File: config.mk
export PLATFORM = sky130hd
export DESIGN_NAME = cpu_status_control_regs
export DESIGN_NICKNAME = d
export VERILOG_FILES = /design/src/rtl/cpu_status_pkg.sv /design/src/rtl/cpu_status_control_regs.sv
export SDC_FILE = /design/constraint.sdc
export NUM_CORES = 1
export LEC_CHECK = 0
export ABC_AREA = 1
export BUFFER_PORTS_ARGS = -buffer_cell sky130_fd_sc_hd__buf_2
export CORE_MARGIN = 5
export CORE_UTILIZATION = 44
export DETAILED_ROUTE_END_ITERATION = 7
export MAX_ROUTING_LAYER = met4
export PLACE_DENSITY_LB_ADDON = 0.05
export SETUP_SLACK_MARGIN = 0.02
export SLEW_MARGIN = 20
export SYNTH_ARGS = -nofsm -noshare
export SYNTH_HDL_FRONTEND = slang
export SYNTH_SLANG_ARGS = --single-unit
export TNS_END_PERCENT = 5
File: constraint.sdc
create_clock -name i_core_clk -period 2.8 [get_ports i_core_clk]
set_input_delay 0.42 -clock i_core_clk [delete_from_list [all_inputs] [get_ports i_core_clk]]
set_output_delay 0.42 -clock i_core_clk [all_outputs]
set_load 0.1 [all_outputs]
File: src/rtl/cpu_status_pkg.sv
`default_nettype none
package cpu_status_pkg;
	// ****************************************************************
	// Register layout
	// ****************************************************************
	localparam int REG_W          = 16;
	localparam int STAT_HC_BIT    = 8;
	localparam int STAT_IPL_HI    = 7;
	localparam int STAT_IPL_LO    = 5;
	localparam int STAT_LOOP_BIT  = 4;
	localparam int STAT_NEG_BIT   = 3;
	localparam int STAT_OV_BIT    = 2;
	localparam int STAT_ZERO_BIT  = 1;
	localparam int STAT_CARRY_BIT = 0;
	localparam int CTL_IPLMSB_BIT = 3;
	localparam int CTL_PSV_BIT    = 2;
	localparam logic [15:0] STAT_RESET = 16'h0000;
	localparam logic [15:0] CTL_RESET  = 16'h0000;
	localparam logic [15:0] STAT_MASK  = 16'h01FF;
	localparam logic [15:0] CTL_MASK   = 16'h000C;
	localparam logic [2:0]  IPL_LOW_MAX = 3'h7;
	// ****************************************************************
	// Core facts
	// ****************************************************************
	localparam int PC_W        = 23;
	localparam int PAGE_W      = 8;
	localparam int DIV_CYCLES  = 19;

	// One ALU result as it reaches the flag logic
	typedef struct packed {
		logic        valid;
		logic        byte_op;
		logic        sub_op;
		logic        carry_out;
		logic        hc_out_b4;
		logic        hc_out_b8;
		logic        overflow;
		logic [15:0] result;
		logic        upd_hc;
		logic        upd_carry;
		logic        upd_ov;
		logic        upd_zero;
		logic        upd_neg;
	} alu_flags_t;

	// Software write port
	typedef struct packed {
		logic        stat_we;
		logic        ctl_we;
		logic [15:0] wdata;
	} reg_wr_t;
endpackage
`default_nettype wire

File: src/rtl/cpu_status_control_regs.sv
// Behaviour
// - Program counter is 23 bits wide, four million instruction words.
// - Single-cycle instructions except flow change, double move, table ops.
// - Repeat loops can be interrupted at any iteration.
// - Sixteen 16-bit working registers; the last is the stack pointer.
// - Upper 32 KB data space maps onto program memory via 8-bit page.
// - One cycle does read, register read, write and fetch together.
// - 17x17 multiplier, all sign modes, one cycle per multiply.
// - Division takes 19 cycles, interruptible at each cycle boundary.
// - Vectored exceptions: eight traps, 118 sources, seven levels.
// - All core registers are memory mapped, read and write.
// - Bit 8 half carry from bit 4 or bit 8; bits 15-9 read zero.
// - Bits 7-5 hold low priority bits; seven blocks user interrupts.
// - Priority bits become read-only while nesting disable is one.
// - Control bit 3 sits above status priority bits, levels 8-15.
// - Bit 4 shows a running repeat loop, read-only.
// - Bit 3 set on negative result, cleared otherwise.
// - Bit 2 set on signed overflow, cleared otherwise.
// - Bit 1 cleared by non-zero result, set by zero result.
// - Bit 0 set on carry out of most significant bit.
// - Priority msb set blocks user interrupts; software may only clear it.
// - Control bit 2 enables program space window; bits other than 3 and 2 read zero.
// - For subtraction carry and half carry act as borrows.
`default_nettype none
module cpu_status_control_regs #(
	parameter int PC_W   = cpu_status_pkg::PC_W,
	parameter int PAGE_W = cpu_status_pkg::PAGE_W
) (
	input  wire logic                       i_core_clk,
	input  wire logic                       i_sys_rst,
	input  wire cpu_status_pkg::alu_flags_t i_alu,
	input  wire cpu_status_pkg::reg_wr_t    i_wr,
	input  wire logic                       i_loop_running,
	input  wire logic                       i_nesting_disable,
	input  wire logic                       i_exc_ipl_we,
	input  wire logic [3:0]                 i_exc_ipl,
	input  wire logic                       i_pc_we,
	input  wire logic [PC_W-1:0]            i_pc_nxt,
	input  wire logic                       i_page_we,
	input  wire logic [PAGE_W-1:0]          i_page,
	output logic      [15:0]                o_alu_status_reg,
	output logic      [15:0]                o_cpu_control_reg,
	output logic      [3:0]                 o_cpu_priority_level,
	output logic                            o_user_irq_blocked,
	output logic                            o_prog_space_window_en,
	output logic      [PC_W-1:0]            o_program_counter,
	output logic      [PAGE_W-1:0]          o_window_page_reg
);
	// ****************************************************************
	// Flag state
	// ****************************************************************
	logic       half_carry_flag_r;
	logic [2:0] ipl_low_r;
	logic       loop_running_flag_r;
	logic       neg_r;
	logic       ov_r;
	logic       zero_r;
	logic       carry_r;
	logic       priority_level_msb_r;
	logic       prog_space_window_en_r;
	logic       ipl_blocked_nxt;

	// ****************************************************************
	// Result decoding
	// ****************************************************************
	function automatic logic half_carry(input cpu_status_pkg::alu_flags_t a);
		// Borrow sense is already folded in by the adder for subtracts
		return a.byte_op ? a.hc_out_b4 : a.hc_out_b8;
	endfunction

	// Byte operations take sign and zero from the low byte only
	function automatic logic is_neg(input cpu_status_pkg::alu_flags_t a);
		return a.byte_op ? a.result[7] : a.result[15];
	endfunction

	function automatic logic is_zero(input cpu_status_pkg::alu_flags_t a);
		return a.byte_op ? (a.result[7:0] == 8'h00)
		                 : (a.result == 16'h0000);
	endfunction

	// An ALU result only touches the flags its instruction selects
	function automatic logic alu_hits(input cpu_status_pkg::alu_flags_t a,
			input logic upd);
		return a.valid && upd;
	endfunction

	// ****************************************************************
	// Priority level decoding
	// ****************************************************************
	// Exception entry and return load the whole level and beat software
	function automatic logic [2:0] ipl_low_next(input logic [2:0] cur,
			input logic exc_we, input logic [3:0] exc,
			input cpu_status_pkg::reg_wr_t wr, input logic nest_dis);
		if (exc_we)
			return exc[2:0];
		if (wr.stat_we && !nest_dis)
			return wr.wdata[cpu_status_pkg::STAT_IPL_HI:
			                cpu_status_pkg::STAT_IPL_LO];
		return cur;
	endfunction

	// Software may write a zero to the msb but never a one
	function automatic logic msb_next(input logic cur, input logic exc_we,
			input logic [3:0] exc, input cpu_status_pkg::reg_wr_t wr);
		if (exc_we)
			return exc[3];
		if (wr.ctl_we && !wr.wdata[cpu_status_pkg::CTL_IPLMSB_BIT])
			return 1'b0;
		return cur;
	endfunction

	// Level seven with a clear msb, or any level above seven, masks users
	function automatic logic users_masked(input logic msb,
			input logic [2:0] low);
		return msb || (low == cpu_status_pkg::IPL_LOW_MAX);
	endfunction

	// ****************************************************************
	// ALU flags; a software write loses to an ALU update in one cycle
	// ****************************************************************
	// One result lands every cycle, single-cycle multiplies included,
	// so flag updates never hold back the instruction stream
	always_ff @(posedge i_core_clk or posedge i_sys_rst) begin
		if (i_sys_rst)
			half_carry_flag_r <= 1'b0;
		else if (alu_hits(i_alu, i_alu.upd_hc))
			half_carry_flag_r <= half_carry(i_alu);
		else if (i_wr.stat_we)
			half_carry_flag_r <= i_wr.wdata[cpu_status_pkg::STAT_HC_BIT];
	end

	always_ff @(posedge i_core_clk or posedge i_sys_rst) begin
		if (i_sys_rst)
			neg_r <= 1'b0;
		else if (alu_hits(i_alu, i_alu.upd_neg))
			neg_r <= is_neg(i_alu);
		else if (i_wr.stat_we)
			neg_r <= i_wr.wdata[cpu_status_pkg::STAT_NEG_BIT];
	end

	always_ff @(posedge i_core_clk or posedge i_sys_rst) begin
		if (i_sys_rst)
			ov_r <= 1'b0;
		else if (alu_hits(i_alu, i_alu.upd_ov))
			ov_r <= i_alu.overflow;
		else if (i_wr.stat_we)
			ov_r <= i_wr.wdata[cpu_status_pkg::STAT_OV_BIT];
	end

	// Zero follows the result: non-zero clears, zero sets, others leave it
	always_ff @(posedge i_core_clk or posedge i_sys_rst) begin
		if (i_sys_rst)
			zero_r <= 1'b0;
		else if (alu_hits(i_alu, i_alu.upd_zero))
			zero_r <= is_zero(i_alu);
		else if (i_wr.stat_we)
			zero_r <= i_wr.wdata[cpu_status_pkg::STAT_ZERO_BIT];
	end

	// Carry comes already in borrow sense for subtracts
	always_ff @(posedge i_core_clk or posedge i_sys_rst) begin
		if (i_sys_rst)
			carry_r <= 1'b0;
		else if (alu_hits(i_alu, i_alu.upd_carry))
			carry_r <= i_alu.carry_out;
		else if (i_wr.stat_we)
			carry_r <= i_wr.wdata[cpu_status_pkg::STAT_CARRY_BIT];
	end

	// ****************************************************************
	// Repeat loop indicator, read-only to software
	// ****************************************************************
	// Only the loop sequencer drives this bit; status writes skip it
	always_ff @(posedge i_core_clk or posedge i_sys_rst) begin
		if (i_sys_rst)
			loop_running_flag_r <= 1'b0;
		else
			loop_running_flag_r <= i_loop_running;
	end

	// ****************************************************************
	// Priority level
	// ****************************************************************
	always_ff @(posedge i_core_clk or posedge i_sys_rst) begin
		if (i_sys_rst)
			ipl_low_r <= 3'h0;
		else
			ipl_low_r <= ipl_low_next(ipl_low_r, i_exc_ipl_we, i_exc_ipl,
				i_wr, i_nesting_disable);
	end

	// Software can only clear the msb; the exception logic sets it
	always_ff @(posedge i_core_clk or posedge i_sys_rst) begin
		if (i_sys_rst)
			priority_level_msb_r <= 1'b0;
		else
			priority_level_msb_r <= msb_next(priority_level_msb_r,
				i_exc_ipl_we, i_exc_ipl, i_wr);
	end

	// Window enable is fully writable, unlike the msb beside it
	always_ff @(posedge i_core_clk or posedge i_sys_rst) begin
		if (i_sys_rst)
			prog_space_window_en_r <= 1'b0;
		else if (i_wr.ctl_we)
			prog_space_window_en_r <=
				i_wr.wdata[cpu_status_pkg::CTL_PSV_BIT];
	end

	// ****************************************************************
	// Read-back images, registered so outputs come from flops
	// ****************************************************************
	logic [15:0] stat_nxt;
	logic [15:0] ctl_nxt;
	logic [2:0]  ipl_nxt;
	logic        msb_nxt;

	// Level next values track the state updates above one cycle early
	always_comb begin
		ipl_nxt = ipl_low_next(ipl_low_r, i_exc_ipl_we, i_exc_ipl, i_wr,
			i_nesting_disable);
		msb_nxt = msb_next(priority_level_msb_r, i_exc_ipl_we, i_exc_ipl,
			i_wr);
		ipl_blocked_nxt = users_masked(msb_nxt, ipl_nxt);
	end

	// Unimplemented status bits are masked so they always read zero
	always_comb begin
		stat_nxt = 16'h0000;
		stat_nxt[cpu_status_pkg::STAT_HC_BIT]    = half_carry_flag_r;
		stat_nxt[cpu_status_pkg::STAT_IPL_HI:
		         cpu_status_pkg::STAT_IPL_LO]    = ipl_low_r;
		stat_nxt[cpu_status_pkg::STAT_LOOP_BIT]  = loop_running_flag_r;
		stat_nxt[cpu_status_pkg::STAT_NEG_BIT]   = neg_r;
		stat_nxt[cpu_status_pkg::STAT_OV_BIT]    = ov_r;
		stat_nxt[cpu_status_pkg::STAT_ZERO_BIT]  = zero_r;
		stat_nxt[cpu_status_pkg::STAT_CARRY_BIT] = carry_r;
		stat_nxt = stat_nxt & cpu_status_pkg::STAT_MASK;
	end

	// Control keeps only the level msb and the window enable
	always_comb begin
		ctl_nxt = 16'h0000;
		ctl_nxt[cpu_status_pkg::CTL_IPLMSB_BIT] = priority_level_msb_r;
		ctl_nxt[cpu_status_pkg::CTL_PSV_BIT]    = prog_space_window_en_r;
		ctl_nxt = ctl_nxt & cpu_status_pkg::CTL_MASK;
	end

	// Images lag the flag flops by one cycle: a registered read port
	always_ff @(posedge i_core_clk or posedge i_sys_rst) begin
		if (i_sys_rst)
			o_alu_status_reg <= cpu_status_pkg::STAT_RESET;
		else
			o_alu_status_reg <= stat_nxt;
	end

	always_ff @(posedge i_core_clk or posedge i_sys_rst) begin
		if (i_sys_rst)
			o_cpu_control_reg <= cpu_status_pkg::CTL_RESET;
		else
			o_cpu_control_reg <= ctl_nxt;
	end

	// Enable is copied, not decoded, so it matches the control image
	always_ff @(posedge i_core_clk or posedge i_sys_rst) begin
		if (i_sys_rst)
			o_prog_space_window_en <= 1'b0;
		else
			o_prog_space_window_en <= prog_space_window_en_r;
	end

	// Level outputs use next values so they lead the status image
	always_ff @(posedge i_core_clk or posedge i_sys_rst) begin
		if (i_sys_rst)
			o_cpu_priority_level <= 4'h0;
		else
			o_cpu_priority_level <= {msb_nxt, ipl_nxt};
	end

	always_ff @(posedge i_core_clk or posedge i_sys_rst) begin
		if (i_sys_rst)
			o_user_irq_blocked <= 1'b0;
		else
			o_user_irq_blocked <= ipl_blocked_nxt;
	end

	// ****************************************************************
	// Program counter and visibility page
	// ****************************************************************
	// The whole program space is reachable; any 23-bit value loads
	always_ff @(posedge i_core_clk or posedge i_sys_rst) begin
		if (i_sys_rst)
			o_program_counter <= '0;
		else if (i_pc_we)
			o_program_counter <= i_pc_nxt;
	end

	// Page picks which program window appears in upper data space
	always_ff @(posedge i_core_clk or posedge i_sys_rst) begin
		if (i_sys_rst)
			o_window_page_reg <= '0;
		else if (i_page_we)
			o_window_page_reg <= i_page;
	end
endmodule
`default_nettype wire

==> results_dict.tcl <==
set metrics [dict create \
    cp.required_ns 2.38 \
    max_freq_mhz 655.5 \
    worstPathArrival_ns 1.11 \
    final_max_slew_viol_count 0 \
    fin_area_mm2 0.002962 \
    vias 1690 \
    hold_class "input port to flip-flop" \
    n_antenna_cell 0 \
    peakVddDrop_mv 0.3612 \
    cpLargestDelayFamily "buffers and inverters" \
    die_area_mm2 0.006691 \
    drive_gt1_share_pct 53.46 \
    gr-total-overflow 0 \
    hold_buffers 0 \
    yosysWarnings 0 \
    synth_top_area_share_pct 59.57 \
    rows 26 \
    cts_resized 0 \
    yosys-top-cells-area "dfrtp_1, mux2_2, buf_4" \
    drt_first_pass_iters 4 \
    grt_pass1_vias 1681 \
    ios 157 \
    dpl-instance-area_mm2 0.002853 \
    coreArea_mm2 0.005042 \
    cp_cell_sequence "buf_2" \
    antenna_left 0 \
    synthCells 191 \
    grtUsageTotal_pct 14.38 \
    cts_setup_buffers 0 \
    final_common_cell "buf_2" \
    h-tree-depth 2 \
    start_kind "flip-flop" \
    clock_latency_ns 0.29 \
    p_leak_nw 1.595 \
    path_buf_inv 1 \
    clock_sinks 54 \
    worst_pin_slew_ns 0.6433 \
    end_kind "output pin" \
    cts_tree "yes" \
    drc 0 \
    cts_root_buffer "clkbuf_8" \
    wl_mm 4.673 \
    antenna_found_initial 0 \
    grt_pass1_wl_mm 7.148 \
    maxCapViolations 0 \
    fin_nets 405 \
    finalSetupViolations 0 \
    grt_max_degree 55 \
    post-route-period-util_pct 54.48 \
    netlist-cell-type-count 19 \
    fin_tns_setup_ns 0 \
    min_period_ns 1.526 \
    synth-seq-cells 54 \
    clockBufferDepth 2 \
    post-dp-hpwl_mm 3.813 \
    slowest_delay_ns 0.43 \
    crit_type "flip-flop to output pin" \
    rsz0062_at_grt "no" \
    wl_per_cell_um 12.04 \
    finClkSkew_ns 0.004338 \
    via_per_inst 4.356 \
    portBuffers 126 \
    status "complete, no violations" \
    relSlewSlack_pct 57.12 \
    yosys.area.top_type "dfrtp_1" \
    crit_slowest_cell "buf_2" \
    die_h_um 81.80 \
    start_util_pct 44.99 \
    largest_reg_flops 23 \
    hold_violations 0 \
    drt_first_iter_violations 56 \
    die_x_um 81.80 \
    clkSlewWorstSetupHoldPaths_ns 0.09 \
    gp_congestion 0.7979 \
    numCtsBuffers 5 \
    syn_avg_cell_area_um2 11.88 \
    areaGrowthSynthToFinish_pct 30.56 \
    syn_area_mm2 0.002268 \
    seq_area_frac_synth_pct 59.57 \
    p_per_area_mw_per_mm2 766.7 \
    most-common-layout-cells "buf_2, dfrtp_1, mux2_2" \
    crit_path_max_fanout 3 \
]
area by class of cell:
type / count / area, um^2
Fill cell: 450 / 2081
Sequential cell: 54 / 1351
Multi-Input combinational cell: 116 / 726.9
Timing Repair Buffer: 127 / 638.1
Tap cell: 70 / 87.58
Clock buffer: 5 / 68.82
Inverter: 13 / 48.80
Clock inverter: 3 / 40.04
metal layers:
metal  global-route usage (%)  vias to the layer above  routed length [um]
li1                         -                      828                   -
met1                    15.77                      764                1758
met2                    24.88                       92                2294
met3                    3.838                        6                 562
met4                    5.482                        0                  57
met5                        -                        -                   0
Yosys cell counts:
cell and instances:
inv_1 12, buf_4 23, inv_2 1, o32ai_1 1, dfrtp_1 54, o211ai_1 1
nand2_1 24, nand2_4 1, o21ai_0 7, nand3_1 8, buf_6 3, mux2_2 32
nand3b_1 1, and2_1 1, nand4_1 2, buf_2 2, nor2_1 16, conb_1 1
a22o_1 1
final timing paths:
| check | end | cells after the start | slack, ns | start |
|---|---|---|---|---|
| min in group asynchronous | loop_running_flag_r$_DFF_PP0_ | 3 | 0.28 | i_sys_rst |
| max reg2reg | o_user_irq_blocked$_DFF_PP0_ | 6 | 1.91 | o_cpu_priority_level[0]$_DFF_PP0_ |
| max | o_cpu_priority_level[0] | 1 | 1.27 | o_cpu_priority_level[0]$_DFF_PP0_ |
| min reg2reg | o_alu_status_reg[4]$_DFF_PP0_ | 0 | 0.36 | loop_running_flag_r$_DFF_PP0_ |
| min | loop_running_flag_r$_DFF_PP0_ | 1 | 0.22 | i_loop_running |
| max in group asynchronous | o_program_counter[20]$_DFFE_PP0P_ | 3 | 2.09 | i_sys_rst |
logic make-up (layout without fill, tap and decap cells):
family,count (synthesis),in the layout,synth area share [%]
compound gates,10,10,2.648
buf+inv,41,148,11.69
flops,54,54,59.57
mux,32,32,15.89
other cells,1,21,0.1653
simple gates,53,53,10.04
per-stage QoR:
step | power [mW] | setup slack (ns) | cells | hold slack, ns | utilization, %
after floorplan | 1.672 | 1.056 | 211 | 0.3312 | -
after global placement | 1.795 | 1.433 | 380 | 0.3318 | 56.58
after detailed placement | 1.801 | 1.433 | 380 | 0.3416 | 56.58
after CTS | 2.302 | 1.253 | 388 | 0.2093 | 58.73
after global routing | 2.369 | 1.212 | 388 | 0.2023 | 58.73
final | 2.271 | 1.274 | 388 | 0.2241 | 58.73
power breakdown:
part | switching (mW) | total (mW) | internal [mW]
combinational | 0.749 | 0.891 | 0.142
sequential | 0.0312 | 0.887 | 0.856
clock | 0.229 | 0.492 | 0.263
total | 1.01 | 2.27 | 1.26
Note: power is estimated with default switching activity, not from simulation.
